--- src/hdl/lane_engine_pkg.sv ---
// constants, types and register map of the lane transition engine
// assumes one lane clock; local memory answers a read with a one-cycle ack
package lane_engine_pkg;

    localparam int QD  = 8;                       // entries per activation queue
    localparam int CW  = 4;                       // queue count width
    localparam int PW  = 16;                      // pointer and memory address width

    // transition word and property type codes (property null = basic)
    typedef enum logic [3:0] {
        TT_BASIC    = 4'h0, TT_EPS      = 4'h1, TT_REFILL   = 4'h2, TT_MAJ      = 4'h3,
        TT_DEF      = 4'h4, TT_FLAG     = 4'h5, TT_COMMON   = 4'h6, TT_PERSIST  = 4'h7,
        TT_FLAGMAJ  = 4'h8, TT_FLAGDEF  = 4'h9, TT_BASICWA  = 4'hA, TT_REFILLWA = 4'hB,
        TT_FLAGWA   = 4'hC, TT_COMMONWA = 4'hD, TT_RSV14    = 4'hE, TT_RSV15    = 4'hF
    } ttype_t;

    typedef struct packed {
        logic [7:0]  sig;
        logic [11:0] tgt;
        ttype_t      typ;
        logic [7:0]  att;
    } tword_t;

    typedef struct packed {
        logic [11:0] tgt;
        ttype_t      ptype;
        logic [7:0]  pval;
    } act_t;

    typedef enum logic [4:0] {
        S_IDLE = 5'h01,
        S_POP  = 5'h02,
        S_WAIT = 5'h04,
        S_EXEC = 5'h08,
        S_END  = 5'h10
    } state_t;

    // register byte offsets
    localparam logic [11:0] OFS_CTRL = 12'h000;
    localparam logic [11:0] OFS_REG0 = 12'h004;
    localparam logic [11:0] OFS_DSB  = 12'h008;
    localparam logic [11:0] OFS_SBP  = 12'h00C;
    localparam logic [11:0] OFS_PUSH = 12'h010;

    // control register bit positions
    localparam int CB_RUN   = 0;
    localparam int CB_ISSUE = 1;                  // three bits from here
    localparam int CB_DEFID = 4;
    localparam int CB_HOLD  = 8;
    localparam int CB_DEAD  = 9;
    localparam int CB_BUSY  = 10;

    localparam logic [2:0]    ISSUE_RST = 3'h1;
    localparam logic [1:0]    MODE_REL  = 2'h3;
    localparam logic [2:0]    BASE_ONE  = 3'h7;

    // relative action address of the mode-11 scheme
    function automatic logic [PW-1:0] rel_addr(input logic [2:0] bidx,
                                               input logic [2:0] sidx,
                                               input logic [7:0] sig);
        logic [PW-1:0] b;
        b = 16'h0001;
        case (bidx)
            3'h0: b = 16'h0001;
            3'h1: b = 16'h0002;
            3'h2: b = 16'h0004;
            3'h3: b = 16'h0008;
            3'h4: b = 16'h0010;
            3'h5: b = 16'h0040;
            3'h6: b = 16'h0100;
            default: b = 16'h0001;
        endcase
        if (bidx == BASE_ONE)
            rel_addr = 16'h0001;
        else
            rel_addr = b + ({8'h00, sig} << sidx);
    endfunction : rel_addr

endpackage : lane_engine_pkg

--- src/hdl/lane_transition_engine.sv ---
// transition execution engine of one accelerator lane, with an APB register slave
// assumes local memory acks each read pulse once, and a stream buffer word at the pointer
// Overview of operation
// - pop activations, fetch and execute; when empty swap queues and clear next
// - at stage end pointer advances by issue width minus last refill
// - basic, refill, persistent property: pointer is target plus input word
// - common property: pointer is target alone
// - flag properties: pointer is target plus lane register zero
// - signature passes when the label equals the word signature, or unchecked on the word after an epsilon or majority fetch
// - basic success pushes target with null property
// - with-action basic or refill also fetches first action word, basic by mode, refill always by the mode-11 relative address
// - majority and default carry push target with type and attach value
// - persistent, flag, common carry push target with type, null value
// - flag-majority and flag-default push target with type and attach value
// - refill word lowers the pointer by its refill value
// - epsilon fetches a further word at its attach field
// - failure with majority property fetches the majority transition
// - failure with default property fetches the default transition
// - failure otherwise marks the activation dead and sets the dead flag
// - default and majority words store attach as value, type copied
// - common word building a property sets the hold flag
// - label transition needs success, then pushes target with property
// - default by address fetches twice; by identifier fetches value plus input
// - default chains one deep, no actions follow a default (here a with-action word reached by a default still requests its action)
// - flagged transition uses lane register zero as the label
// - word holds signature 8, target 12, type 4, attach 8
//
// The address map and the APB slave port were chosen for this implementation.
`timescale 1ns/10ps
module lane_transition_engine
    import lane_engine_pkg::*;
(
    input  wire logic                         clock,
    input  wire logic                         arst_n,
    input  wire logic                         psel,
    input  wire logic                         penable,
    input  wire logic                         pwrite,
    input  wire logic [11:0]                  paddr,
    input  wire logic [31:0]                  pwdata,
    output logic                              pready,
    output logic [31:0]                       prdata,
    output logic                              pslverr,
    output logic                              memRd,
    output logic [lane_engine_pkg::PW-1:0]    memAddr,
    input  wire logic                         memAck,
    input  wire logic [31:0]                  memRdata,
    output logic [lane_engine_pkg::PW-1:0]    streamPtr,
    input  wire logic [7:0]                   streamWord,
    output logic                              actReq,
    output logic [lane_engine_pkg::PW-1:0]    actAddr
);
    import lane_engine_pkg::*;

    typedef struct packed {
        state_t                   state;
        act_t [1:0][QD-1:0]       q;
        logic                     cur;
        logic [CW-1:0]            ccnt;
        logic [CW-1:0]            ncnt;
        logic [CW-1:0]            rdIdx;
        act_t                     act;
        tword_t                   word;
        logic [PW-1:0]            ptr;
        logic                     noSig;
        logic                     redir;
        logic                     defHop;
        logic [2:0]               lastRefill;
        logic [PW-1:0]            stream_buf_pointer;
        logic                     memRd;
        logic [PW-1:0]            memAddr;
        logic                     actReq;
        logic [PW-1:0]            actAddr;
        logic                     run;
        logic [2:0]               issue;
        logic                     defById;
        logic                     hold;
        logic                     dead;
        logic [31:0]              reg0;
        logic [PW-1:0]            dsb;
        logic                     pready;
        logic [31:0]              prdata;
        logic                     pslverr;
    } st_t;

    st_t s_q;
    st_t s_d;

    // ----------------------------------------------------------------
    // combinational helpers
    // ----------------------------------------------------------------
    act_t          popAct;
    logic          flagProp;
    logic [7:0]    label;
    logic          sigOk;
    logic          pushValid;
    act_t          pushEnt;
    logic [PW-1:0] popPtr;
    logic [PW-1:0] epsAddr;
    logic          apbXfer;
    logic          failDead;
    logic          holdSet;

    assign popAct   = s_q.q[s_q.cur][s_q.rdIdx[CW-2:0]];
    assign flagProp = (s_q.act.ptype == TT_FLAG) || (s_q.act.ptype == TT_FLAGMAJ)
                   || (s_q.act.ptype == TT_FLAGDEF);
    assign label    = flagProp ? s_q.reg0[7:0] : streamWord;
    assign sigOk    = s_q.noSig || (label == s_q.word.sig);
    assign epsAddr  = s_q.dsb + {8'h00, s_q.word.att};
    assign apbXfer  = psel && penable && s_q.pready;

    always_comb
    begin
        popPtr = {4'h0, popAct.tgt} + {8'h00, streamWord};
        if (popAct.ptype == TT_COMMON)
            popPtr = {4'h0, popAct.tgt};
        else if ((popAct.ptype == TT_FLAG) || (popAct.ptype == TT_FLAGMAJ)
              || (popAct.ptype == TT_FLAGDEF))
            popPtr = {4'h0, popAct.tgt} + s_q.reg0[PW-1:0];
    end

    // ----------------------------------------------------------------
    // next state
    // ----------------------------------------------------------------
    always_comb
    begin
        logic [2:0] rbase;
        logic [2:0] rscal;
        rbase     = 3'h0;
        rscal     = 3'h0;
        s_d       = s_q;
        pushValid = 1'b0;
        pushEnt   = '0;
        failDead  = 1'b0;
        holdSet   = 1'b0;
        s_d.memRd  = 1'b0;
        s_d.actReq = 1'b0;

        case (s_q.state)
            S_IDLE:
            begin
                if (s_q.run && (s_q.ccnt != '0))
                    s_d.state = S_POP;
            end
            S_POP:
            begin
                if (s_q.rdIdx != s_q.ccnt)
                begin
                    s_d.act     = popAct;
                    s_d.rdIdx   = s_q.rdIdx + 1'b1;
                    s_d.ptr     = popPtr;
                    s_d.memAddr = s_q.dsb + popPtr;
                    s_d.memRd   = 1'b1;
                    s_d.noSig   = 1'b0;
                    s_d.redir   = 1'b0;
                    s_d.defHop  = 1'b0;
                    s_d.state   = S_WAIT;
                end
                else
                    s_d.state = S_END;
            end
            S_WAIT:
            begin
                if (memAck)
                begin
                    s_d.word  = tword_t'(memRdata);
                    s_d.state = S_EXEC;
                end
            end
            S_EXEC:
            begin
                s_d.state = S_POP;
                if (s_q.defHop)
                begin
                    // second fetch of a default by address: its target plus the input
                    s_d.ptr     = {4'h0, s_q.word.tgt} + {8'h00, streamWord};
                    s_d.memAddr = s_q.dsb + s_d.ptr;
                    s_d.memRd   = 1'b1;
                    s_d.defHop  = 1'b0;
                    s_d.state   = S_WAIT;
                end
                else if (sigOk)
                begin
                    pushEnt.tgt = s_q.word.tgt;
                    pushValid   = 1'b1;
                    case (s_q.word.typ)
                        TT_EPS:
                        begin
                            pushValid   = 1'b0;
                            s_d.ptr     = {8'h00, s_q.word.att};
                            s_d.memAddr = epsAddr;
                            s_d.memRd   = 1'b1;
                            s_d.noSig   = 1'b1;
                            s_d.state   = S_WAIT;
                        end
                        TT_BASIC:
                            s_d.lastRefill = 3'h0;
                        TT_REFILL:
                            s_d.lastRefill = s_q.word.att[2:0];
                        TT_MAJ, TT_DEF, TT_FLAGMAJ, TT_FLAGDEF:
                        begin
                            pushEnt.ptype  = s_q.word.typ;
                            pushEnt.pval   = s_q.word.att;
                            s_d.lastRefill = 3'h0;
                        end
                        TT_FLAG, TT_COMMON, TT_PERSIST:
                        begin
                            pushEnt.ptype  = s_q.word.typ;
                            s_d.lastRefill = 3'h0;
                        end
                        TT_BASICWA, TT_REFILLWA, TT_FLAGWA, TT_COMMONWA:
                        begin
                            rbase = s_q.word.att[5:3];
                            rscal = s_q.word.att[2:0];
                            s_d.lastRefill = 3'h0;
                            if (s_q.word.typ == TT_FLAGWA)
                                pushEnt.ptype = TT_FLAG;
                            if (s_q.word.typ == TT_COMMONWA)
                                pushEnt.ptype = TT_COMMON;
                            if (s_q.word.typ == TT_REFILLWA)
                            begin
                                rbase = s_q.word.att[4:2];
                                rscal = {1'b0, s_q.word.att[1:0]};
                                s_d.lastRefill = s_q.word.att[7:5];
                            end
                            s_d.actReq  = 1'b1;
                            if ((s_q.word.typ == TT_REFILLWA)
                             || (s_q.word.att[7:6] == MODE_REL))
                                s_d.actAddr = s_q.dsb + s_q.ptr
                                            + rel_addr(rbase, rscal, s_q.word.sig);
                            else
                                s_d.actAddr = epsAddr;
                        end
                        default:
                        begin
                            pushValid = 1'b0;
                            failDead  = 1'b1;
                        end
                    endcase
                    if (pushEnt.ptype == TT_COMMON)
                    begin
                        s_d.hold = 1'b1;
                        holdSet  = 1'b1;
                    end
                end
                else if (s_q.redir)
                    failDead = 1'b1;
                else if ((s_q.act.ptype == TT_MAJ) || (s_q.act.ptype == TT_FLAGMAJ))
                begin
                    s_d.ptr     = {8'h00, s_q.act.pval};
                    s_d.memAddr = s_q.dsb + {8'h00, s_q.act.pval};
                    s_d.memRd   = 1'b1;
                    s_d.noSig   = 1'b1;
                    s_d.redir   = 1'b1;
                    s_d.state   = S_WAIT;
                end
                else if ((s_q.act.ptype == TT_DEF) || (s_q.act.ptype == TT_FLAGDEF))
                begin
                    // identifier form adds the input at once, address form hops first
                    s_d.ptr = {8'h00, s_q.act.pval};
                    if (s_q.defById)
                        s_d.ptr = {8'h00, s_q.act.pval} + {8'h00, streamWord};
                    s_d.defHop  = !s_q.defById;
                    s_d.memAddr = s_q.dsb + s_d.ptr;
                    s_d.memRd   = 1'b1;
                    s_d.redir   = 1'b1;
                    s_d.state   = S_WAIT;
                end
                else
                    failDead = 1'b1;

                if (failDead)
                    s_d.dead = 1'b1;
            end
            S_END:
            begin
                s_d.stream_buf_pointer = s_q.stream_buf_pointer + {13'h0000, s_q.issue}
                        - {13'h0000, s_q.lastRefill};
                s_d.lastRefill = 3'h0;
                s_d.cur   = !s_q.cur;
                s_d.ccnt  = s_q.ncnt;
                s_d.ncnt  = '0;
                s_d.rdIdx = '0;
                s_d.state = (s_q.ncnt == '0) ? S_IDLE : S_POP;
                if (s_q.ncnt == '0)
                    s_d.run = 1'b0;
            end
            default:
                s_d.state = S_IDLE;
        endcase

        // a full next-stage queue drops the push
        if (pushValid && (s_q.ncnt != CW'(QD)))
        begin
            s_d.q[!s_q.cur][s_q.ncnt[CW-2:0]] = pushEnt;
            s_d.ncnt = s_q.ncnt + 1'b1;
        end

        // ------------------------------------------------------------
        // APB slave, one wait state per transfer
        // ------------------------------------------------------------
        s_d.pready = psel && penable && !s_q.pready;
        if (psel && penable && !s_q.pready)
        begin
            s_d.pslverr = 1'b0;
            s_d.prdata  = 32'h0000_0000;
            if (paddr == OFS_CTRL)
            begin
                s_d.prdata[CB_RUN]            = s_q.run;
                s_d.prdata[CB_ISSUE+2:CB_ISSUE] = s_q.issue;
                s_d.prdata[CB_DEFID]          = s_q.defById;
                s_d.prdata[CB_HOLD]           = s_q.hold;
                s_d.prdata[CB_DEAD]           = s_q.dead;
                s_d.prdata[CB_BUSY]           = (s_q.state != S_IDLE);
            end
            else if (paddr == OFS_REG0)
                s_d.prdata = s_q.reg0;
            else if (paddr == OFS_DSB)
                s_d.prdata[PW-1:0] = s_q.dsb;
            else if (paddr == OFS_SBP)
                s_d.prdata[PW-1:0] = s_q.stream_buf_pointer;
            else if (paddr == OFS_PUSH)
                s_d.prdata[2*CW-1:0] = {s_q.ncnt, s_q.ccnt};
            else
                s_d.pslverr = 1'b1;
        end
        if (apbXfer && pwrite)
        begin
            if (paddr == OFS_CTRL)
            begin
                s_d.run     = pwdata[CB_RUN];
                s_d.issue   = pwdata[CB_ISSUE+2:CB_ISSUE];
                s_d.defById = pwdata[CB_DEFID];
                // write one clears, but a flag set in this cycle survives
                if (pwdata[CB_HOLD] && !holdSet)
                    s_d.hold = 1'b0;
                if (pwdata[CB_DEAD] && !failDead)
                    s_d.dead = 1'b0;
            end
            else if (paddr == OFS_REG0)
                s_d.reg0 = pwdata;
            else if (paddr == OFS_DSB)
                s_d.dsb = pwdata[PW-1:0];
            else if ((paddr == OFS_SBP) && (s_q.state == S_IDLE))
                s_d.stream_buf_pointer = pwdata[PW-1:0];
            else if ((paddr == OFS_PUSH) && (s_q.state == S_IDLE)
                  && (s_q.ccnt != CW'(QD)))
            begin
                s_d.q[s_q.cur][s_q.ccnt[CW-2:0]] = act_t'(pwdata[$bits(act_t)-1:0]);
                s_d.ccnt = s_q.ccnt + 1'b1;
            end
        end
    end

    always_ff @(posedge clock or negedge arst_n)
    begin
        if (!arst_n)
        begin
            s_q       <= '0;
            s_q.state <= S_IDLE;
            s_q.issue <= ISSUE_RST;
        end
        else
            s_q <= s_d;
    end

    assign pready    = s_q.pready;
    assign prdata    = s_q.prdata;
    assign pslverr   = s_q.pslverr;
    assign memRd     = s_q.memRd;
    assign memAddr   = s_q.memAddr;
    assign streamPtr = s_q.stream_buf_pointer;
    assign actReq    = s_q.actReq;
    assign actAddr   = s_q.actAddr;

    logic isExec;
    assign isExec = (s_q.state == S_EXEC) && !s_q.defHop;
endmodule : lane_transition_engine

--- config.mk ---
export PLATFORM = sky130hd
export DESIGN_NAME = lane_transition_engine
export DESIGN_NICKNAME = d
export VERILOG_FILES = /design/src/hdl/lane_engine_pkg.sv /design/src/hdl/lane_transition_engine.sv
export SDC_FILE = /design/constraint.sdc
export NUM_CORES = 2
export LEC_CHECK = 0
export ABC_AREA = 1
export BUFFER_PORTS_ARGS = -buffer_cell sky130_fd_sc_hd__buf_2
export CAP_MARGIN = 10
export CORE_ASPECT_RATIO = 0.5
export CORE_MARGIN = 10
export CORE_UTILIZATION = 46
export DETAILED_ROUTE_END_ITERATION = 8
export PLACE_DENSITY_LB_ADDON = 0.1
export SLEW_MARGIN = 20
export SYNTH_ARGS = -nofsm -noshare
export SYNTH_HDL_FRONTEND = slang
export SYNTH_SLANG_ARGS = --single-unit
--- constraint.sdc ---
create_clock -name clock -period 6.5 [get_ports clock]
set_input_delay 1.95 -clock clock [delete_from_list [all_inputs] [get_ports clock]]
set_output_delay 1.95 -clock clock [all_outputs]
set_load 0.02 [all_outputs]
==> impl_metrics.json <==
{
  "area_growth_pct": 8.10,
  "cts_buffer_depth": 3,
  "arrival_ns": 6.36,
  "grt_usage_pct": 36.1,
  "rsz0062_at_grt": "no",
  "syn_area_mm2": 0.0446,
  "grt_overflow": 0,
  "start_util_pct": 46.6,
  "synthFlopType": "dfrtp_1",
  "synth_cell_types": 63,
  "wirelength_mm": 206,
  "avgRoutedWirePerCell_um": 26.0,
  "worstMarginPinSlew_ns": 1.23,
  "period_minus_slack_ns": 5.81,
  "max_freq_mhz": 172,
  "p_leak_nw": 23.5,
  "power_density_mw_per_mm2": 397,
  "holdBufCountCts": 0,
  "avgViaCountPerCell": 6.02,
  "grt_antenna_before_repair": 9,
  "finish.utilization_pct": 50.4,
  "r2r_slack_ns": 0.69,
  "syn_inst": 6699,
  "worst_slack_ns": 0.695,
  "start_kind": "flop",
  "finalSetupTns_ns": 0,
  "grt_start_max_net_pins": 134,
  "crit_required_ns": 7.06,
  "synth-edff-count": 0,
  "cts_setup_buffers": 0,
  "slew-limit-headroom_pct": 17.7,
  "dp.cells": 7810,
  "cp_common_cell": "nand2_1",
  "clkTransAtPathRegs_ns": 0.07,
  "place_congestion": 0.992,
  "ant_nets": 0,
  "drive_above_1_share_pct": 8.51,
  "nNetsFinal": 6851,
  "async_reset_ff_share_pct": 100,
  "clk_latency_ns": 0.74,
  "design_area_mm2": 0.0482,
  "max_cap_viol_count": 0,
  "hold_viol_final": 0,
  "die_y_um": 240,
  "port_buffers": 173,
  "cts.sinks": 607,
  "cpMaxStageDelayCell": "nand3_1",
  "core_mm2": 0.0958,
  "synth-seq-cells": 607,
  "synth_fp_nets": 6949,
  "path_class": "flop to flop",
  "status": "completed",
  "period_share_pct": 89.3,
  "place_area_mm2": 0.0460,
  "via_count": 47700,
  "reg2reg_depth": 31,
  "grt_pass1_wl_mm": 299,
  "dieWidth_um": 461,
  "peakVddDrop_mv": 0.225,
  "hold_class": "flop to flop",
  "final_max_slew_viol_count": 0,
  "cts.root.buffer_cell": "clkbuf_16",
  "htreeDepth": 2,
  "cts_resized": 0,
  "fill_cells": 9770,
  "fin_cells": 7924,
  "cts_tree": "yes",
  "setup_viol": 0,
  "cp-end-kind": "flop",
  "min_delay_path_depth": 2,
  "ios": 174,
  "ys_warn_count": 0,
  "cts_inserted_buffers": 60,
  "finClkSkew_ns": 0.0764,
  "syn_area_per_cell_um2": 6.66,
  "critical_path.max_stage_delay_ns": 0.49,
  "first_iter_violations": 6468,
  "die_area_mm2": 0.111,
  "synth-seq-area-share_pct": 34.0,
  "dp_slack_ns": 0.832,
  "worstPathMaxFanout": 25,
  "grt_pass1_vias": 43300,
  "route.detailed.drc": 0,
  "dpl.hpwl_mm": 149,
  "first_pass_iters": 6,
  "rows": 80
}
## placed cells by master, fill, tap and decap left out, types with 7 or more instances in the layout
cell type,Yosys,final
clkinv_2,0,9
o211ai_1,42,42
buf_2,130,172
clkbuf_8,0,16
clkbuf_16,0,60
dfrtp_1,605,603
nand4_2,23,23
bufinv_16,0,11
clkbuf_1,202,12
a211oi_1,8,7
a22oi_1,8,8
nand4_4,8,8
o21bai_1,11,11
ha_1,131,131
nor3_1,54,54
xnor2_1,16,16
o21ai_0,514,513
xor2_1,46,46
clkinv_1,23,23
a32oi_1,7,7
nor2_1,500,492
a31oi_1,12,12
o21a_1,22,22
fa_1,29,29
a21oi_1,857,856
o22ai_1,24,24
nor2_4,17,21
nor2_2,19,23
inv_2,34,33
or2_2,26,26
a221oi_1,8,8
nand3b_1,10,10
inv_1,674,672
nand4_1,24,24
o21ai_1,185,185
buf_12,1,15
nand2_1,1764,1763
nand3_1,488,488
buf_4,85,110
## per-layer routing
layer / vias up / global-route usage, % / share of wire [%]
met1: 22900 / 49.7 / 42
met5: - / 0 / 0.046
li1: 21600 / - / -
met3: 468 / 10.0 / 12
met2: 2687 / 53.6 / 42
met4: 14 / 13.2 / 4.1
## power breakdown
part	internal [mW]	switching, mW	leakage [nW]
logic	3.00	7.36	15.4
registers	4.12	0.546	7.08
clock network	2.33	1.80	1.08
## synthesized netlist by cell type (85+ instances only)
master | number | share of area (%)
nand2_1 | 1764 | 15
a21oi_1 | 857 | 9.6
inv_1 | 674 | 5.7
dfrtp_1 | 605 | 34
o21ai_0 | 514 | 5.8
nor2_1 | 500 | 4.2
nand3_1 | 488 | 5.5
clkbuf_1 | 202 | 1.7
o21ai_1 | 185 | 2.1
ha_1 | 131 | 3.7
buf_2 | 130 | 1.5
buf_4 | 85 | 1.4
## flip-flops by register name, summed over array words and instances (netlist names)
signal     flops
memRd          1
s_q          523
prdata        32
pready         1
memAddr       16
pslverr        1
actAddr       16
actReq         1
streamPtr     16
## area by class of cell
cell class / instances / area (um2) / share of cell area, %
Multi-Input combinational cell: 4901 / 24500 / 50.7
Antenna cell: 1 / 2.50 / 0.00519
Sequential cell: 607 / 15200 / 31.5
Clock buffer: 88 / 1770 / 3.66
Inverter: 733 / 2760 / 5.73
Timing Repair Buffer: 298 / 2000 / 4.15
Clock inverter: 25 / 464 / 0.962
Tap cell: 1271 / 1590 / 3.30
## metrics by stage
stage | hold slack (ns) | power, mW
finish | 0.468 | 19.1
global route | 0.494 | 20.2
CTS | 0.474 | 18.9
detailed placement | 0.458 | 14.8
global placement | 0.450 | 14.8
floorplan | 0.443 | 11.2
## logic make-up (layout without fill, tap and decap cells)
group           Yosys count  count (layout)  synth area share (%)
flops                   607             607                  34.0
simple gates           2959            2959                  28.3
mux                       1               1                0.0224
fa+ha+maj               160             160                  4.97
compound gates         1719            1719                  20.2
xor+xnor                 62              62                  1.22
buf+inv                1191            1144                  11.3
other cells               0               1                     0
## worst max-delay path, delay by kind of cell (launching register included)
family,cells,cell delay [ns]
flip-flops,1,0.44
adder cells (fa/ha/maj),3,1.15
AND/OR/NAND/NOR,15,1.86
AO/OA/AOI/OAI,7,1.06
XOR/XNOR,1,0.19
buffers and inverters,5,0.88
## final timing paths
| check | startpoint | endpoint |
|---|---|---|
| worst max-delay path | s_q[217] | memAddr[13] |
| worst max register to register | s_q[217] | memAddr[13] |
| worst min register to register | actAddr[3] | actAddr[3] |
| worst min-delay path | actAddr[3] | actAddr[3] |
| min in group asynchronous | arst_n | s_q[535] |
| max in group asynchronous | arst_n | s_q[148] |
No activity file was read; power rests on OpenSTA's default activity.
